==> src/verilog/ubp_map.vh <==
`ifndef UBP_MAP_VH
`define UBP_MAP_VH
// Oversampling and bit sample positions
`define UBP_OVS_LAST 4'hF
`define UBP_SMP_A 4'h7
`define UBP_SMP_B 4'h8
`define UBP_SMP_C 4'h9
`define UBP_SMP_E3 4'h2
`define UBP_SMP_E5 4'h4
`define UBP_SMP_E7 4'h6
// Common prescaler codes and factors minus one
`define UBP_PR_CODE_1 2'h0
`define UBP_PR_CODE_3 2'h1
`define UBP_PR_CODE_4 2'h2
`define UBP_PR_M1_1 4'h0
`define UBP_PR_M1_3 4'h2
`define UBP_PR_M1_4 4'h3
`define UBP_PR_M1_13 4'hC
// Frame bit counts (data plus stop, after start)
`define UBP_BITS_M0 4'h9
`define UBP_BITS_M1 4'hA
// Data bits per received word, parity included
`define UBP_DATA_M0 4'h8
`define UBP_DATA_M1 4'h9
// Idle frame length in bit times
`define UBP_IDLE_M0 4'hA
`define UBP_IDLE_M1 4'hB
`define UBP_HIGH_RUN 2'h3
`endif

==> src/verilog/ubp_rate_gen.v <==
`timescale 1ns/1ps
// Sample tick: clk / prescaler / 2^div / fine; the 16 samples per bit give the /16
module ubp_rate_gen (
    input wire clk_i,
    input wire sys_rst_i,
    input wire run_i,
    input wire [3:0] pr_m1_i,
    input wire [2:0] div_sel_i,
    input wire [7:0] fine_i,
    output reg tick_o
);
`include "ubp_map.vh"
    reg [3:0] pr_cnt_ff;
    reg [6:0] div_cnt_ff;
    reg [7:0] fine_cnt_ff;
    wire pr_tc = (pr_cnt_ff == pr_m1_i);
    wire [6:0] div_m1 = (7'h01 << div_sel_i) - 7'h01;
    wire div_tc = pr_tc && (div_cnt_ff == div_m1);
    wire [7:0] fine_m1 = (fine_i == 8'h00) ? 8'h00 : fine_i - 8'h01;
    wire fine_tc = div_tc && (fine_cnt_ff >= fine_m1);
    // Chained dividers, each step enabled by the one before
    always @(posedge clk_i) begin
        if (sys_rst_i || !run_i) begin
            pr_cnt_ff <= 4'h0;
            div_cnt_ff <= 7'h00;
            fine_cnt_ff <= 8'h00;
            tick_o <= 1'b0;
        end else begin
            pr_cnt_ff <= pr_tc ? 4'h0 : pr_cnt_ff + 4'h1;
            if (pr_tc)
                div_cnt_ff <= div_tc ? 7'h00 : div_cnt_ff + 7'h01;
            if (div_tc)
                fine_cnt_ff <= fine_tc ? 8'h00 : fine_cnt_ff + 8'h01;
            tick_o <= fine_tc;
        end
    end
endmodule

==> src/verilog/ubp_core.v <==
`timescale 1ns/1ps
module ubp_core (
    input wire clk_i,
    input wire sys_rst_i,
    input wire tx_enable_i,
    input wire rx_enable_i,
    input wire word_len_i,
    input wire wake_method_i,
    input wire parity_enable_i,
    input wire parity_odd_select_i,
    input wire parity_irq_enable_i,
    input wire [1:0] common_prescaler_select_i,
    input wire [2:0] tx_divider_select_i,
    input wire [2:0] rx_divider_select_i,
    input wire [7:0] tx_fine_prescaler_i,
    input wire [7:0] rx_fine_prescaler_i,
    input wire mute_set_i,
    input wire status_read_i,
    input wire data_read_i,
    input wire tx_load_i,
    input wire [8:0] tx_data_i,
    input wire serial_rx_pin_i,
    output reg serial_tx_pin_o,
    output reg tx_busy_o,
    output reg receiver_mute_o,
    output reg receive_full_flag_o,
    output reg framing_error_flag_o,
    output reg noise_flag_o,
    output reg parity_error_flag_o,
    output reg parity_irq_o,
    output reg [8:0] serial_data_register_o
);
`include "ubp_map.vh"
    localparam RX_IDLE = 3'b001;
    localparam RX_START = 3'b010;
    localparam RX_DATA = 3'b100;

    reg [3:0] pr_m1;
    wire tx_tick;
    wire rx_tick;

    // Common prescaler decode
    // four prescaler factors
    always @* begin
        if (common_prescaler_select_i == `UBP_PR_CODE_1)
            pr_m1 = `UBP_PR_M1_1;
        else if (common_prescaler_select_i == `UBP_PR_CODE_3)
            pr_m1 = `UBP_PR_M1_3;
        else if (common_prescaler_select_i == `UBP_PR_CODE_4)
            pr_m1 = `UBP_PR_M1_4;
        else
            pr_m1 = `UBP_PR_M1_13;
    end

    // Independent rate generators
    // separate tx rx
    ubp_rate_gen u_tx_rate (
        .clk_i(clk_i),
        .sys_rst_i(sys_rst_i),
        .run_i(tx_enable_i),
        .pr_m1_i(pr_m1),
        .div_sel_i(tx_divider_select_i),
        .fine_i(tx_fine_prescaler_i),
        .tick_o(tx_tick)
    );
    ubp_rate_gen u_rx_rate (
        .clk_i(clk_i),
        .sys_rst_i(sys_rst_i),
        .run_i(rx_enable_i),
        .pr_m1_i(pr_m1),
        .div_sel_i(rx_divider_select_i),
        .fine_i(rx_fine_prescaler_i),
        .tick_o(rx_tick)
    );

    // Transmitter: format latched at frame start
    reg [10:0] tx_shift_ff;
    reg [3:0] tx_bits_ff;
    reg [3:0] tx_ovs_ff;
    reg tx_par;
    reg [8:0] tx_word;
    always @* begin
        tx_word = tx_data_i;
        if (word_len_i) begin
            tx_par = (^tx_data_i[7:0]) ^ parity_odd_select_i;
            if (parity_enable_i)
                tx_word[8] = tx_par;
        end else begin
            tx_par = (^tx_data_i[6:0]) ^ parity_odd_select_i;
            tx_word[8] = 1'b1;
            if (parity_enable_i)
                tx_word[7] = tx_par;
        end
    end

    // Transmit shifter, lsb first
    // start data stop
    always @(posedge clk_i) begin
        if (sys_rst_i) begin
            tx_shift_ff <= 11'h7FF;
            tx_bits_ff <= 4'h0;
            tx_ovs_ff <= 4'h0;
            tx_busy_o <= 1'b0;
            serial_tx_pin_o <= 1'b1;
        end else if (!tx_busy_o) begin
            serial_tx_pin_o <= 1'b1;
            if (tx_load_i && tx_enable_i) begin
                tx_shift_ff <= {1'b1, tx_word, 1'b0};
                tx_bits_ff <= word_len_i ? `UBP_BITS_M1 : `UBP_BITS_M0;
                tx_ovs_ff <= 4'h0;
                tx_busy_o <= 1'b1;
            end
        end else if (tx_tick) begin
            serial_tx_pin_o <= tx_shift_ff[0];
            tx_ovs_ff <= tx_ovs_ff + 4'h1;
            if (tx_ovs_ff == `UBP_OVS_LAST) begin
                tx_shift_ff <= {1'b1, tx_shift_ff[10:1]};
                if (tx_bits_ff == 4'h0)
                    tx_busy_o <= 1'b0;
                else
                    tx_bits_ff <= tx_bits_ff - 4'h1;
            end
        end
    end

    // Receiver state
    reg [2:0] rx_state_ff;
    reg [3:0] rx_ovs_ff;
    reg [3:0] rx_bits_ff;
    reg [8:0] rx_shift_ff;
    reg [1:0] high_run_ff;
    reg edge_ok_ff;
    reg [2:0] smp_ff;
    reg noise_acc_ff;
    reg noise_pend_ff;
    reg fmt_m_ff;
    reg fmt_pce_ff;
    reg fmt_ps_ff;
    reg [3:0] idle_cnt_ff;
    reg rd_armed_ff;

    wire vote = (smp_ff[0] & smp_ff[1]) | (smp_ff[1] & smp_ff[2]) | (smp_ff[0] & smp_ff[2]);
    wire disagree = ~(&smp_ff) & (|smp_ff);
    wire at_eval = rx_tick && (rx_ovs_ff == `UBP_SMP_C + 4'h1);
    wire [3:0] data_bits = fmt_m_ff ? `UBP_DATA_M1 : `UBP_DATA_M0;
    wire last_bit = (rx_bits_ff == data_bits);
    wire [8:0] rx_word = fmt_m_ff ? rx_shift_ff : {1'b0, rx_shift_ff[8:1]};
    wire rx_msb = fmt_pce_ff ? (fmt_m_ff ? rx_word[7] : rx_word[6]) :
        (fmt_m_ff ? rx_word[8] : rx_word[7]);
    wire rx_par_bad = fmt_pce_ff &&
        ((fmt_m_ff ? ^rx_word[8:0] : ^rx_word[7:0]) != fmt_ps_ff);
    wire clr_seq = rd_armed_ff && data_read_i;
    wire [3:0] idle_len = word_len_i ? `UBP_IDLE_M1 : `UBP_IDLE_M0;

    // Status-then-data read sequence arming
    // read sequence
    always @(posedge clk_i) begin
        if (sys_rst_i)
            rd_armed_ff <= 1'b0;
        else if (status_read_i)
            rd_armed_ff <= 1'b1;
        else if (data_read_i)
            rd_armed_ff <= 1'b0;
    end

    // Receive sampling, framing, flags and wake
    always @(posedge clk_i) begin
        if (sys_rst_i) begin
            rx_state_ff <= RX_IDLE;
            rx_ovs_ff <= 4'h0;
            rx_bits_ff <= 4'h0;
            rx_shift_ff <= 9'h000;
            high_run_ff <= 2'h0;
            edge_ok_ff <= 1'b0;
            smp_ff <= 3'h0;
            noise_acc_ff <= 1'b0;
            noise_pend_ff <= 1'b0;
            fmt_m_ff <= 1'b0;
            fmt_pce_ff <= 1'b0;
            fmt_ps_ff <= 1'b0;
            idle_cnt_ff <= 4'h0;
            receiver_mute_o <= 1'b0;
            receive_full_flag_o <= 1'b0;
            framing_error_flag_o <= 1'b0;
            noise_flag_o <= 1'b0;
            parity_error_flag_o <= 1'b0;
            parity_irq_o <= 1'b0;
            serial_data_register_o <= 9'h000;
        end else begin
            // Software clear; a same-cycle set below wins
            if (clr_seq) begin
                receive_full_flag_o <= 1'b0;
                framing_error_flag_o <= 1'b0;
                noise_flag_o <= 1'b0;
                parity_error_flag_o <= 1'b0;
                parity_irq_o <= 1'b0;
            end
            if (mute_set_i)
                receiver_mute_o <= 1'b1;
            if (rx_enable_i && rx_tick) begin
                rx_ovs_ff <= rx_ovs_ff + 4'h1;
                if (rx_ovs_ff == `UBP_SMP_A)
                    smp_ff[0] <= serial_rx_pin_i;
                if (rx_ovs_ff == `UBP_SMP_B)
                    smp_ff[1] <= serial_rx_pin_i;
                if (rx_ovs_ff == `UBP_SMP_C)
                    smp_ff[2] <= serial_rx_pin_i;
                case (rx_state_ff)
                RX_IDLE: begin
                    high_run_ff <= serial_rx_pin_i ?
                        ((high_run_ff == `UBP_HIGH_RUN) ? high_run_ff : high_run_ff + 2'h1)
                        : 2'h0;
                    // Idle frame counted in whole bit times
                    if (!serial_rx_pin_i)
                        idle_cnt_ff <= 4'h0;
                    else if (rx_ovs_ff == `UBP_OVS_LAST && idle_cnt_ff != idle_len)
                        idle_cnt_ff <= idle_cnt_ff + 4'h1;
                    if (serial_rx_pin_i && rx_ovs_ff == `UBP_OVS_LAST &&
                        idle_cnt_ff == idle_len - 4'h1 && !wake_method_i)
                        receiver_mute_o <= 1'b0;
                    if (!serial_rx_pin_i) begin
                        rx_ovs_ff <= 4'h1;
                        edge_ok_ff <= (high_run_ff == `UBP_HIGH_RUN);
                        rx_state_ff <= RX_START;
                        fmt_m_ff <= word_len_i;
                        fmt_pce_ff <= parity_enable_i;
                        fmt_ps_ff <= parity_odd_select_i;
                    end
                end
                RX_START: begin
                    if ((rx_ovs_ff == `UBP_SMP_E3 || rx_ovs_ff == `UBP_SMP_E5 ||
                        rx_ovs_ff == `UBP_SMP_E7) && serial_rx_pin_i)
                        edge_ok_ff <= 1'b0;
                    if (at_eval) begin
                        noise_acc_ff <= noise_pend_ff | ~edge_ok_ff | (|smp_ff);
                        if (vote) begin
                            noise_pend_ff <= 1'b1;
                            rx_state_ff <= RX_IDLE;
                            high_run_ff <= 2'h0;
                        end else begin
                            rx_bits_ff <= 4'h0;
                            rx_state_ff <= RX_DATA;
                        end
                    end
                end
                RX_DATA: begin
                    if (rx_ovs_ff == `UBP_OVS_LAST)
                        rx_ovs_ff <= 4'h0;
                    if (at_eval && !last_bit) begin
                        rx_shift_ff <= {vote, rx_shift_ff[8:1]};
                        noise_acc_ff <= noise_acc_ff | disagree;
                        rx_bits_ff <= rx_bits_ff + 4'h1;
                    end
                    if (at_eval && last_bit) begin
                        rx_state_ff <= RX_IDLE;
                        high_run_ff <= 2'h0;
                        idle_cnt_ff <= 4'h0;
                        if (!receiver_mute_o || (wake_method_i && rx_msb)) begin
                            receiver_mute_o <= 1'b0;
                            noise_pend_ff <= 1'b0;
                            serial_data_register_o <= rx_word;
                            receive_full_flag_o <= 1'b1;
                            framing_error_flag_o <= ~vote;
                            noise_flag_o <= noise_acc_ff | disagree;
                            parity_error_flag_o <= rx_par_bad;
                            parity_irq_o <= rx_par_bad & parity_irq_enable_i;
                        end
                    end
                end
                default: rx_state_ff <= RX_IDLE;
                endcase
            end
        end
    end
endmodule

==> config.mk <==
export PLATFORM = sky130hd
export DESIGN_NAME = ubp_core
export DESIGN_NICKNAME = d
export VERILOG_FILES = /design/src/verilog/ubp_rate_gen.v /design/src/verilog/ubp_core.v
export VERILOG_INCLUDE_DIRS = /design/src /design/src/verilog
export SDC_FILE = /design/constraint.sdc
export NUM_CORES = 1
export LEC_CHECK = 0
export ABC_AREA = 1
export CAP_MARGIN = 20
export CELL_PAD_IN_SITES_DETAIL_PLACEMENT = 1
export CELL_PAD_IN_SITES_GLOBAL_PLACEMENT = 2
export CORE_ASPECT_RATIO = 1.1
export CORE_MARGIN = 5
export CORE_UTILIZATION = 37
export CTS_BUF_LIST = sky130_fd_sc_hd__clkbuf_4 sky130_fd_sc_hd__clkbuf_8
export CTS_CLUSTER_DIAMETER = 120
export CTS_CLUSTER_SIZE = 40
export DETAILED_ROUTE_END_ITERATION = 16
export DONT_BUFFER_PORTS = 1
export MAX_ROUTING_LAYER = met4
export PLACE_DENSITY_LB_ADDON = 0.1
export SYNTH_ARGS = -nofsm -noshare
export SYNTH_HDL_FRONTEND = slang
export SYNTH_SLANG_ARGS = --single-unit
==> constraint.sdc <==
create_clock -name clk_i -period 3.5 [get_ports clk_i]
set_input_delay 0.525 -clock clk_i [delete_from_list [all_inputs] [get_ports clk_i]]
set_output_delay 0.525 -clock clk_i [all_outputs]
set_load 0.02 [all_outputs]
==> flow_metrics.tcl <==
set metrics [dict create \
    outcome "complete, no violations" \
    use_met3_pct 2.78 \
    critPathMostFrequentCell "inv_1" \
    layout_common_cells "nand2_1 (251), inv_1 (131), dfxtp_1 (111)" \
    synth_fp_nets 1116 \
    fill_cells 2430 \
    slew-limit-headroom_pct 41.7 \
    rsz0062_at_grt "false" \
    ys_seq_elements 111 \
    worst_path_largest_cell_delay_ps 430 \
    vdd_ir_drop_max_mv 0.171 \
    grt_max_degree 46 \
    gr-total-overflow 0 \
    drtIter0Drc 163 \
    p_per_area_mw_per_mm2 326 \
    fmax_mhz 371 \
    final-setup-viol-count 0 \
    vias_per_cell 4.99 \
    wl_per_cell_um 13.4 \
    ant_nets 0 \
    io_pins 64 \
    place.port_buffers 0 \
    dpl.hpwl_um 13300 \
    syn_area_mm2 0.00703 \
    critPathKind "in -> reg" \
    area_delta_synth_final_pct 6.20 \
    yosysSeqAreaShare_pct 31.6 \
    p_leak_nw 3.15 \
    final_common_cell "nand2_1" \
    grt_pass1_vias 6408 \
    worstSetupStartpoint "rx_fine_prescaler_i[0]" \
    antenna_found_initial 0 \
    clock_latency_ps 380 \
    cp_data_arrival_time_ps 3000 \
    crit_path_end_kind "register" \
    place.gp.congestion 0.749 \
    ctsRootBufferMaster "clkbuf_8" \
    power_mw 2.43 \
    skew_ps 11.8 \
    synth_edf_count 0 \
    nNetsFinal 1111 \
    required_ps 3810 \
    layout-drive-gt1-share_pct 7.27 \
    grt_pass1_wl_um 29700 \
    die-area_mm2 0.0218 \
    worstPathMaxFanout 6 \
    rr_startpoint "tx_busy_o" \
    async_reset_ff_share_pct 0 \
    worst_slew_pin_slew_ps 873 \
    cts_buffers 9 \
    critPathBufInv 3 \
    top_usage_layer "met2" \
    grt_use_total_pct 16.4 \
    hold_start "sys_rst_i" \
    post_cts_resize_count 0 \
    die_w_um 141 \
    min_path_cells 1 \
    cts_tree "yes" \
    start_util_pct 37.9 \
    cp-start-kind "primary input" \
    synth_ff_type "dfxtp_1" \
    cpMaxStageDelayCell "nor3b_2" \
    htreeDepth 3 \
    cts_sinks 111 \
    grt_use_met2_pct 27.2 \
    cap_violations 0 \
    antennaDiodeCount 0 \
    rr_worst_depth 7 \
    drv_slew 0 \
    crit_family "simple AND/OR/NAND/NOR gates" \
    cts.clk_slew.worst_paths_ps 110 \
    synth_cell_types 55 \
    holdWs_ps 196 \
    firstDrtPassIters 4 \
    synthCells 1032 \
    drc 0 \
    clockBufferDepth 2 \
    rows 52 \
    fin_setup_tns_ps 0 \
    post-route-period-util_pct 77.0 \
    final_hold_viol_count 0 \
    hold_path.class "in -> reg" \
    core_mm2 0.0185 \
    fin_crit_ps 2700 \
    cts_hold_buffers 0 \
    synth_area_per_cell_um2 6.81 \
    cp.depth 15 \
    cts_setup_buffers 0 \
    route.vias.total 6356 \
    met1_usage_pct 20.7 \
    wl_um 17100 \
    crit_chain "inv_1, ha_1, nand2_1, nor3_1, inv_1, nor3_1, inv_1, o21ai_0, ha_1, a21oi_1, o21ai_0, nand2_1, nor3b_2, nand4_1, a21oi_1" \
    yosys_warnings 0 \
    die_height_um 155 \
]
-- worst register-to-register path, cell delays in order, from the launching register on --
cell and delay, ps:
dfxtp_1 910, nand2_1 190, o21ai_2 240, clkinv_1 280, a2111oi_0 380, nand2_1 90, nand2_1 70, nand2_1 40
-- logic make-up (layout without fill, tap and decap cells) --
| family | count (synthesis) | in the layout | synth area share, % |
|---|---|---|---|
| XOR/XNOR | 47 | 47 | 5.97 |
| flip-flops | 111 | 111 | 31.6 |
| AO/OA/AOI/OAI | 168 | 168 | 14.1 |
| buffers and inverters | 159 | 159 | 9.15 |
| AND/OR/NAND/NOR | 510 | 510 | 32.6 |
| adder cells (fa/ha/maj) | 37 | 37 | 6.59 |
-- report_power, final --
part	internal [mW]	switching [mW]	total, mW
clock network	0.427	0.461	0.889
logic	0.0914	0.154	0.245
registers	1.28	0.0196	1.30
-- state kept, by name, summed over array words and instances, names as in the netlist, 4 cells and up --
register                count
serial_data_register_o      9
u_tx_rate.pr_cnt_ff         4
rx_shift_ff                 9
u_tx_rate.fine_cnt_ff       8
u_rx_rate.fine_cnt_ff       8
idle_cnt_ff                 4
u_tx_rate.div_cnt_ff        7
tx_ovs_ff                   4
tx_bits_ff                  4
rx_ovs_ff                   4
rx_bits_ff                  4
tx_shift_ff                10
u_rx_rate.pr_cnt_ff         4
u_rx_rate.div_cnt_ff        7
-- cell type report --
| class | count | area [µm²] | share of cell area (%) |
|---|---|---|---|
| clock buffer | 10 | 138 | 1.84 |
| timing repair buffer | 2 | 15.0 | 0.201 |
| tap | 243 | 304 | 4.08 |
| sequential | 111 | 2220 | 29.8 |
| multi-input combinational | 762 | 4160 | 55.8 |
| inverter | 141 | 532 | 7.13 |
| clock inverter | 6 | 90.1 | 1.21 |
-- synthesized netlist by cell type, types with 4 or more instances --
cell      instances  share of area, %
a21oi_1          75               5.3
a21oi_2           4              0.50
buf_6             4              0.64
clkbuf_1          9              0.48
clkinv_1          5              0.27
dfxtp_1         111                32
ha_1             37               6.6
inv_1           131               7.0
nand2_1         251                13
nand2_2          10              0.89
nand3_1          66               4.7
nand3b_1          5              0.53
nand4_1          20               1.8
nor2_1          102               5.4
nor2_2           10              0.89
nor2_4            5              0.80
nor3_1           17               1.2
o21ai_0          53               3.8
o21ai_2           4              0.50
o311ai_0          7              0.87
o31ai_1           4              0.43
or2_2             7              0.62
xnor2_1          18               2.2
xor2_1           28               3.5
-- through the flow --
stage	std cells	setup slack [ps]	utilization [%]	instance area, µm²
2_1_floorplan	1032	820	-	7030
3_3_place_gp	1259	458	39.0	7230
3_5_place_dp	1259	363	39.0	7230
4_1_cts	1275	768	40.2	7460
5_1_grt	1275	443	40.2	7460
6_report	1275	804	40.2	7460
-- final timing paths --
path / endpoint / slack (ps)
setup / recovery: u_rx_rate.fine_cnt_ff[6] / 800
hold / removal: tx_bits_ff[3] / 200
setup reg to reg: tx_shift_ff[9] / 1180
hold reg to reg: rx_shift_ff[0] / 460
-- per-layer routing --
metal / wire (µm) / part of all wire [%]
met5: 0 / 0
met4: 181 / 1.1
met3: 558 / 3.3
met2: 8070 / 47
met1: 8240 / 48
Note: power is estimated with default switching activity, not from simulation.
